File: src/common/idpr_defs.svh
// Register offsets, field positions and reset values of the identify responder.
`ifndef IDPR_DEFS_SVH
`define IDPR_DEFS_SVH
`define IDPR_OFF_CMD     8'h00
`define IDPR_OFF_DATA    8'h04
`define IDPR_OFF_GEOM    8'h08
`define IDPR_OFF_CGEOM   8'h0C
`define IDPR_OFF_CAP     8'h10
`define IDPR_OFF_LBA     8'h14
`define IDPR_OFF_MODE    8'h18
`define IDPR_OFF_MULT    8'h1C
`define IDPR_OFF_FLAG    8'h20
`define IDPR_OFF_LONG    8'h24
`define IDPR_CMD_GO      0
`define IDPR_ST_BUSY     0
`define IDPR_ST_REQ      1
`define IDPR_ST_IRQ      2
`define IDPR_W0_ATAPI    15
`define IDPR_W0_REMOV    7
`define IDPR_W0_FIXED    6
`define IDPR_W49_STBY    13
`define IDPR_W49_IORDY   11
`define IDPR_W49_IODIS   10
`define IDPR_W59_MVALID  8
`define IDPR_LAST_WORD   8'hFF
`define IDPR_RST_GEOM    32'h0000_0000
`define IDPR_RST_MODE    32'h0000_0000
`define IDPR_RST_MULT    32'h0000_0000
`define IDPR_RST_FLAG    32'h0000_0000
`define IDPR_RST_LONG    16'h0000
`endif

File: src/common/idpr_pkg.sv
// Types shared by the identify responder files.
package idpr_pkg;
    typedef enum logic [1:0] {IDPR_IDLE, IDPR_FILL, IDPR_XFER} idpr_state_e;
    typedef logic [15:0] idpr_word_t;
endpackage

File: src/idpr_str_word.sv
// Picks one two-character word out of a fixed ASCII string.
`timescale 1ns/1ns
`default_nettype none
module idpr_str_word import idpr_pkg::*; #(
    parameter int                  CHARS = 40,
    parameter logic [7:0]          BASE  = 8'h0A,
    parameter logic [CHARS*8-1:0]  TEXT  = '0
) (
    input  wire logic [7:0] idx,
    output idpr_word_t      word
);
    logic [7:0] k;

    always_comb begin
        k    = idx - BASE;
        word = '0;
        if (idx >= BASE && k < 8'(CHARS / 2)) begin
            word = TEXT[CHARS*8-1-16*k -: 16];
        end
    end
endmodule
`default_nettype wire

File: src/idpr_sector_buf.sv
// Sector buffer with one write port and one registered read port.
`timescale 1ns/1ns
`default_nettype none
module idpr_sector_buf import idpr_pkg::*; #(
    parameter int AW = 8
) (
    input  wire logic          clk,
    input  wire logic          rstn,
    input  wire logic          we,
    input  wire logic [AW-1:0] waddr,
    input  wire idpr_word_t    wdata,
    input  wire logic [AW-1:0] raddr,
    output idpr_word_t         rdata
);
    idpr_word_t mem [2**AW];

    always_ff @(posedge clk) begin
        if (we) begin
            mem[waddr] <= wdata;
        end
    end

    always_ff @(posedge clk) begin
        if (!rstn) begin
            rdata <= '0;
        end else begin
            rdata <= mem[raddr];
        end
    end
endmodule
`default_nettype wire

File: src/idpr_responder.sv
// Identify-command responder with APB registers and a sector buffer.
//
// Added by the designer: the APB interface to the registers and the address map.
`timescale 1ns/1ns
`include "idpr_defs.svh"
`default_nettype none
// Behaviour
// - Command: busy, fill buffer, then request, interrupt.
// - Reserved bits and words read zero.
// - Word 0 holds class, removable, fixed.
// - Words 1, 3, 6 hold default geometry.
// - Serial, firmware, model strings in ASCII.
// - Word 21 gives buffer size.
// - Word 22 gives long-command extra bytes.
// - Word 47 gives maximum multiple sectors.
// - Word 49 holds standby and IORDY capabilities.
// - Words 51, 52 carry modes in upper byte.
// - Word 53 holds validity flags.
// - Words 54-58 give current geometry, capacity.
// - Word 59 holds multiple setting and valid.
// - Words 60-61 give LBA sector count.
// - Word 63 upper byte: active multiword mode.
// - Word 64 low byte: advanced PIO modes.
// - Words 65-68 give cycle times.
// - Word 80 claims ATA-4 and ATA-3.
// - Word 80 claims ATA-2 and ATA-1.
// - Word 88 reports Ultra DMA modes.
module idpr_responder import idpr_pkg::*; #(
    // Identity strings below are arbitrary values.
    parameter logic [159:0] SERIAL     = "SERIAL01234567890123",
    parameter logic [63:0]  FIRMWARE   = "REV00001",
    parameter logic [319:0] MODEL      = "MODEL-0123456789012345678901234567890123",
    parameter idpr_word_t   T_MDMA_MIN = 16'h0078,
    parameter idpr_word_t   T_MDMA_REC = 16'h0078,
    parameter idpr_word_t   T_PIO_MIN  = 16'h0078,
    parameter idpr_word_t   T_PIO_RDY  = 16'h0078
) (
    input  wire logic        clk,
    input  wire logic        rstn,
    input  wire logic        psel,
    input  wire logic        penable,
    input  wire logic        pwrite,
    input  wire logic [7:0]  paddr,
    input  wire logic [31:0] pwdata,
    output logic [31:0]      prdata,
    output logic             pready,
    output logic             pslverr,
    output logic             busy_flag,
    output logic             data_request_flag,
    output logic             intrq
);
    idpr_state_e state_r;
    logic [7:0]  fill_idx_r;
    logic [7:0]  rd_ptr_r;
    logic        irq_r;
    logic [31:0] geom_r;
    logic [31:0] cgeom_r;
    logic [31:0] cap_r;
    logic [31:0] lba_r;
    logic [31:0] mode_r;
    logic [31:0] mult_r;
    logic [31:0] flag_r;
    logic [15:0] long_r;
    idpr_word_t  tw;
    idpr_word_t  buf_q;
    idpr_word_t  ser_w;
    idpr_word_t  fw_w;
    idpr_word_t  mod_w;
    logic        acc;
    logic        wr_acc;
    logic        rd_acc;
    logic        hit;
    logic        start;
    logic        rd_data;
    logic        fill_we;
    logic        fill_end;
    logic        st_rd;

    assign acc      = psel && penable;
    assign wr_acc   = acc && pwrite;
    assign rd_acc   = acc && !pwrite;
    assign pready   = 1'b1;
    assign pslverr  = acc && !hit;
    assign start    = wr_acc && paddr == `IDPR_OFF_CMD && pwdata[`IDPR_CMD_GO]
                      && state_r == IDPR_IDLE;
    assign rd_data  = rd_acc && paddr == `IDPR_OFF_DATA && state_r == IDPR_XFER;
    assign st_rd    = rd_acc && paddr == `IDPR_OFF_CMD;
    assign fill_we  = state_r == IDPR_FILL;
    assign fill_end = fill_we && fill_idx_r == `IDPR_LAST_WORD;
    assign busy_flag         = state_r == IDPR_FILL;
    assign data_request_flag = state_r == IDPR_XFER;
    assign intrq             = irq_r;

    always_comb begin
        case (paddr)
            `IDPR_OFF_CMD, `IDPR_OFF_DATA, `IDPR_OFF_GEOM, `IDPR_OFF_CGEOM,
            `IDPR_OFF_CAP, `IDPR_OFF_LBA, `IDPR_OFF_MODE, `IDPR_OFF_MULT,
            `IDPR_OFF_FLAG, `IDPR_OFF_LONG: hit = 1'b1;
            default: hit = 1'b0;
        endcase
    end

    always_comb begin
        prdata = '0;
        case (paddr)
            `IDPR_OFF_CMD: begin
                prdata[`IDPR_ST_BUSY] = busy_flag;
                prdata[`IDPR_ST_REQ]  = data_request_flag;
                prdata[`IDPR_ST_IRQ]  = irq_r;
            end
            `IDPR_OFF_DATA:  prdata = data_request_flag ? {16'h0000, buf_q} : '0;
            `IDPR_OFF_GEOM:  prdata = geom_r;
            `IDPR_OFF_CGEOM: prdata = cgeom_r;
            `IDPR_OFF_CAP:   prdata = cap_r;
            `IDPR_OFF_LBA:   prdata = lba_r;
            `IDPR_OFF_MODE:  prdata = mode_r;
            `IDPR_OFF_MULT:  prdata = mult_r;
            `IDPR_OFF_FLAG:  prdata = flag_r;
            `IDPR_OFF_LONG:  prdata = {16'h0000, long_r};
            default:         prdata = '0;
        endcase
    end

    always_ff @(posedge clk) begin
        if (!rstn) begin
            geom_r  <= `IDPR_RST_GEOM;
            cgeom_r <= `IDPR_RST_GEOM;
            cap_r   <= `IDPR_RST_GEOM;
            lba_r   <= `IDPR_RST_GEOM;
            mode_r  <= `IDPR_RST_MODE;
            mult_r  <= `IDPR_RST_MULT;
            flag_r  <= `IDPR_RST_FLAG;
            long_r  <= `IDPR_RST_LONG;
        end else if (wr_acc) begin
            case (paddr)
                `IDPR_OFF_GEOM:  geom_r  <= pwdata;
                `IDPR_OFF_CGEOM: cgeom_r <= pwdata;
                `IDPR_OFF_CAP:   cap_r   <= pwdata;
                `IDPR_OFF_LBA:   lba_r   <= pwdata;
                `IDPR_OFF_MODE:  mode_r  <= pwdata;
                `IDPR_OFF_MULT:  mult_r  <= pwdata;
                `IDPR_OFF_FLAG:  flag_r  <= pwdata;
                `IDPR_OFF_LONG:  long_r  <= pwdata[15:0];
                default: ;
            endcase
        end
    end

    always_ff @(posedge clk) begin
        if (!rstn) begin
            state_r <= IDPR_IDLE;
        end else begin
            case (state_r)
                IDPR_IDLE: if (start) state_r <= IDPR_FILL;
                IDPR_FILL: if (fill_end) state_r <= IDPR_XFER;
                IDPR_XFER: if (rd_data && rd_ptr_r == `IDPR_LAST_WORD) state_r <= IDPR_IDLE;
                default:   state_r <= IDPR_IDLE;
            endcase
        end
    end

    always_ff @(posedge clk) begin
        if (!rstn || start) begin
            fill_idx_r <= '0;
        end else if (fill_we) begin
            fill_idx_r <= fill_idx_r + 8'h01;
        end
    end

    always_ff @(posedge clk) begin
        if (!rstn || start) begin
            rd_ptr_r <= '0;
        end else if (rd_data) begin
            rd_ptr_r <= rd_ptr_r + 8'h01;
        end
    end

    always_ff @(posedge clk) begin
        if (!rstn) begin
            irq_r <= 1'b0;
        end else if (fill_end) begin
            irq_r <= 1'b1;
        end else if (st_rd || start) begin
            irq_r <= 1'b0;
        end
    end

    idpr_str_word #(.CHARS(20), .BASE(8'h0A), .TEXT(SERIAL)) u_ser (
        .idx  (fill_idx_r),
        .word (ser_w)
    );
    idpr_str_word #(.CHARS(8), .BASE(8'h17), .TEXT(FIRMWARE)) u_fw (
        .idx  (fill_idx_r),
        .word (fw_w)
    );
    idpr_str_word #(.CHARS(40), .BASE(8'h1B), .TEXT(MODEL)) u_mod (
        .idx  (fill_idx_r),
        .word (mod_w)
    );

    always_comb begin
        tw = '0;
        case (fill_idx_r)
            8'h00: begin
                tw[`IDPR_W0_ATAPI] = flag_r[0];
                tw[`IDPR_W0_REMOV] = flag_r[1];
                tw[`IDPR_W0_FIXED] = flag_r[2];
            end
            8'h01: tw = geom_r[15:0];
            8'h03: tw = {8'h00, geom_r[23:16]};
            8'h06: tw = {8'h00, geom_r[31:24]};
            8'h15: tw = flag_r[31:16];
            8'h16: tw = long_r;
            8'h2F: tw = {8'h00, mult_r[7:0]};
            8'h31: begin
                tw[`IDPR_W49_STBY]  = flag_r[3];
                tw[`IDPR_W49_IORDY] = flag_r[4];
                tw[`IDPR_W49_IODIS] = flag_r[5];
            end
            8'h33: tw = {mode_r[7:0], 8'h00};
            8'h34: tw = {mode_r[15:8], 8'h00};
            8'h35: tw = {13'h0000, flag_r[8:6]};
            8'h36: tw = cgeom_r[15:0];
            8'h37: tw = {8'h00, cgeom_r[23:16]};
            8'h38: tw = {8'h00, cgeom_r[31:24]};
            8'h39: tw = cap_r[15:0];
            8'h3A: tw = cap_r[31:16];
            8'h3B: tw = {7'h00, mult_r[16], mult_r[15:8]};
            8'h3C: tw = lba_r[15:0];
            8'h3D: tw = lba_r[31:16];
            8'h3F: tw = {mode_r[23:16], 8'h00};
            8'h40: tw = {8'h00, mode_r[31:24]};
            8'h41: tw = T_MDMA_MIN;
            8'h42: tw = T_MDMA_REC;
            8'h43: tw = T_PIO_MIN;
            8'h44: tw = T_PIO_RDY;
            8'h50: tw = {11'h000, flag_r[12:9], 1'b0};
            8'h58: tw = {5'h00, mult_r[19:17], 5'h00, mult_r[22:20]};
            default: tw = ser_w | fw_w | mod_w;
        endcase
    end

    idpr_sector_buf #(.AW(8)) u_buf (
        .clk   (clk),
        .rstn  (rstn),
        .we    (fill_we),
        .waddr (fill_idx_r),
        .wdata (tw),
        .raddr (rd_ptr_r),
        .rdata (buf_q)
    );
endmodule
`default_nettype wire

File: config.mk
export PLATFORM = sky130hd
export DESIGN_NAME = idpr_responder
export DESIGN_NICKNAME = d
export VERILOG_FILES = /design/src/common/idpr_pkg.sv /design/src/idpr_str_word.sv /design/src/idpr_sector_buf.sv /design/src/idpr_responder.sv
export VERILOG_INCLUDE_DIRS = /design/src /design/src/common
export SDC_FILE = /design/constraint.sdc
export NUM_CORES = 2
export LEC_CHECK = 0
export BUFFER_PORTS_ARGS = -buffer_cell sky130_fd_sc_hd__buf_2
export CORE_ASPECT_RATIO = 0.9
export CORE_MARGIN = 2
export CORE_UTILIZATION = 40
export DETAILED_ROUTE_END_ITERATION = 8
export SLEW_MARGIN = 30
export SYNTH_ARGS = -nofsm -noshare
export SYNTH_HDL_FRONTEND = slang
export SYNTH_SLANG_ARGS = --single-unit
File: constraint.sdc
create_clock -name clk -period 16.7 [get_ports clk]
set_input_delay 1.67 -clock clk [delete_from_list [all_inputs] [get_ports clk]]
set_output_delay 1.67 -clock clk [all_outputs]
set_load 0.005 [all_outputs]
==> out/metrics.yaml <==
cp-startpoint: "fill_idx_r[1]"
p_switching_w: 0.004284
period_needed_ns: 6.675
yosysWarnings: 0
ant_nets: 0
crit_fanout: 96
io_buffers: 80
drcViolationCount: 2
yosysUniqueCellTypes: 98
grt_pass1_vias: 94141
syn_nets: 9401
slowest_stage: "buf_4"
whs_endpoint: "geom_r[3]"
cts_hold_buffers: 0
cp-start-kind: "flip-flop"
setup_tns_ns: 0
switching_share_pct: 19.88
slew_headroom_pct: 18.51
syn_to_final_growth_pct: 13.06
timing.fmax_mhz: 149.8
vias: 98384
slowest_delay_ns: 0.84
routed_wirelength_mm: 554.1
grt-ovfl-total: 0
seq_area_mm2: 0.1285
reg2reg_slack_ns: 10.02
synth_area_leader_cell: "edfxtp_1"
hold_depth: 2
antenna_found_initial: 42
netlist_area_mm2: 0.1736
synth.yosys.seq_area_share_pct: 74.00
io_pins: 82
cts_resized: 0
reg2reg_depth: 14
netlist_instances: 9341
rsz0062_at_grt: "no"
clockPowerShare_pct: 45.0
async_reset_ff_share_pct: 0
end_kind: "flip-flop"
synth_ff_type: "edfxtp_1"
slew_violations: 0
wl_per_cell_um: 34.90
avgSynthCellArea_um2: 18.59
vias_per_cell: 6.197
setup_ws_ns: 10.02
intPower_w: 0.01727
crit_chain: "ha_1 -> xnor2_1 -> inv_1 -> ha_1 -> or3b_2 -> mux2i_1 -> a211oi_1 -> mux2i_1 -> nand3_1 -> nor2_1 -> o31a_2 -> buf_4 -> buf_4 -> buf_6"
worstPathArrival_ns: 7.34
instances_no_fill: 15875
post_cts_buffers: 0
finish.utilization_pct: 45.41
violations: "design-rule violations"
drive_gt1_share_pct: 21.40
synth_top_area_share_pct: 70.83
pre_cts_ws_ns: 9.791
setup_violations: 0
grt_pass1_wl_mm: 763.4
irDropWorstVdd_uv: 90.42
hpwl_mm: 332.2
dieHeight_um: 629.1
path_delay_family: "buffers and inverters"
clock_latency_ns: 1.01
path_clk_slew_ns: 0.07
die_w_um: 698.5
grt.total_usage_pct: 24.56
r2r-end: "u_buf.mem[162][8]"
rows: 229
hold_violations: 0
tightest_slew_ns: 1.222
worstHoldStart: "geom_r[3]"
pwr-share-comb_pct: 0.3
cts_tree: "done"
synth.most_common_cell: "edfxtp_1"
grt_max_degree: 225
seq_power_share_pct: 54.7
status: "finished, violations left"
clockRootBuffer: "clkbuf_16"
finalCritPeriodShare_pct: 39.97
coreArea_mm2: 0.4324
ys_top_cells_by_area: "edfxtp_1, mux4_2, mux2i_1"
clock_sinks: 4371
synth-seq-cells: 4371
nFillCells: 36462
cts_made_buffers: 437
cp.depth: 14
clock_skew_ns: 0.09979
drtPass1Iterations: 9
finalPower_w: 0.02155
pwr_density_cell_mw_per_mm2: 109.8
crit_buf_inv: 4
dp.cells: 15039
cts_max_level: 5
nets: 9771
multiInputGateArea_mm2: 0.04198
hold_class: "reg2reg"
maxCapViolCount: 0
synth_commonest_cells: "edfxtp_1, mux4_2, nand2_1, mux2i_1, nor2_1"
die_area_mm2: 0.4394
clockBufferDepth: 4
synth_edf_count: 4096
r2r-start: "fill_idx_r[1]"
first_iter_violations: 15654
gp_congestion: 0.9497
start_util_pct: 40.16
crit_required_ns: 17.37
leakage_nw: 60.14
worstSetupPathType: "reg2reg"
stage by stage:
step                hold WS [ns]  area, um2
finish                    0.4768     196300
global route              0.5072     196300
CTS                       0.4726     196000
detailed placement        0.4637     182000
global placement          0.4565     181600
floorplan                 0.4406     173600
layout by cell type, fill, tap and decap left out, types with 27 or more instances in the layout:
| master | count |
|---|---|
| a21oi_1 | 160 |
| clkinv_1 | 86 |
| a221oi_1 | 39 |
| a21boi_0 | 220 |
| a31oi_1 | 38 |
| bufinv_16 | 35 |
| nor2_4 | 32 |
| nor2_1 | 322 |
| nand2_1 | 706 |
| nor2_2 | 77 |
| mux2_2 | 32 |
| edfxtp_1 | 4096 |
| clkbuf_1 | 120 |
| a222oi_1 | 40 |
| o221ai_1 | 190 |
| o22ai_1 | 149 |
| buf_2 | 79 |
| dfxtp_1 | 269 |
| clkbuf_16 | 440 |
| a22oi_1 | 157 |
| o21ai_0 | 94 |
| a22o_1 | 31 |
| nand3_1 | 101 |
| a211oi_1 | 36 |
| nor3_1 | 76 |
| mux2i_1 | 570 |
| mux4_1 | 51 |
| mux4_2 | 738 |
| buf_4 | 421 |
| and2_1 | 27 |
| clkinv_2 | 77 |
cell type report:
class,count,share of cell area (%)
inverter,22,0.05226
antenna,21,0.02677
multi-input combinational,4334,21.38
timing repair buffer,545,2.231
clock inverter,236,1.247
tap,5775,3.680
clock buffer,571,5.915
sequential,4371,65.46
metal layers:
layer | vias to the layer above | part of all wire (%) | GRT usage, %
met1 | 51853 | 39 | 34.49
met5 | - | 0.023 | 0
li1 | 38943 | - | -
met2 | 6491 | 45 | 37.51
met3 | 1075 | 12 | 6.180
met4 | 22 | 3.9 | 8.223
logic make-up (layout without fill, tap and decap cells):
family / after synthesis / after routing / share of synthesized area, %
other: 1 / 22 / 0.002160
XOR/XNOR: 22 / 22 / 0.1110
buffers and inverters: 636 / 1374 / 2.395
flip-flops: 4371 / 4371 / 74.00
AO/OA/AOI/OAI: 1352 / 1352 / 5.692
multiplexers: 1391 / 1391 / 13.84
adder cells (fa/ha/maj): 15 / 15 / 0.1081
AND/OR/NAND/NOR: 1553 / 1553 / 3.853
sequential cells by signal, summed over array words and instances, names as in the netlist, 16 cells and up:
register	count
cap_r	32
cgeom_r	32
flag_r	32
geom_r	32
lba_r	32
long_r	16
mode_r	32
mult_r	32
u_buf.mem	4096
u_buf.rdata	16
power by group through the flow:
stage               clock, W  sequential (W)  combinational (W)
floorplan                  0          0.0120          0.0000307
global placement           0          0.0120          0.0000585
detailed placement         0          0.0120          0.0000596
CTS                  0.00980          0.0118          0.0000596
global route          0.0102          0.0118          0.0000633
finish               0.00969          0.0118          0.0000619
tightest hold or removal path, stage by stage (launching register included):
cell and delay (ns):
dfxtp_1 0.33, nand2_1 0.06, a21boi_1 0.05
how the worst max path moves through the flow:
| stage | to | slack [ns] |
|---|---|---|
| global placement | u_buf.mem[160][8] | 10.06 |
| global route | u_buf.mem[162][8] | 9.48 |
| finish | u_buf.mem[162][8] | 10.02 |
| detailed placement | u_buf.mem[163][8] | 9.79 |
| CTS | u_buf.mem[162][8] | 9.79 |
| floorplan | u_buf.mem[0][12] | 4.74 |
Power figures use the tool's default switching activity.
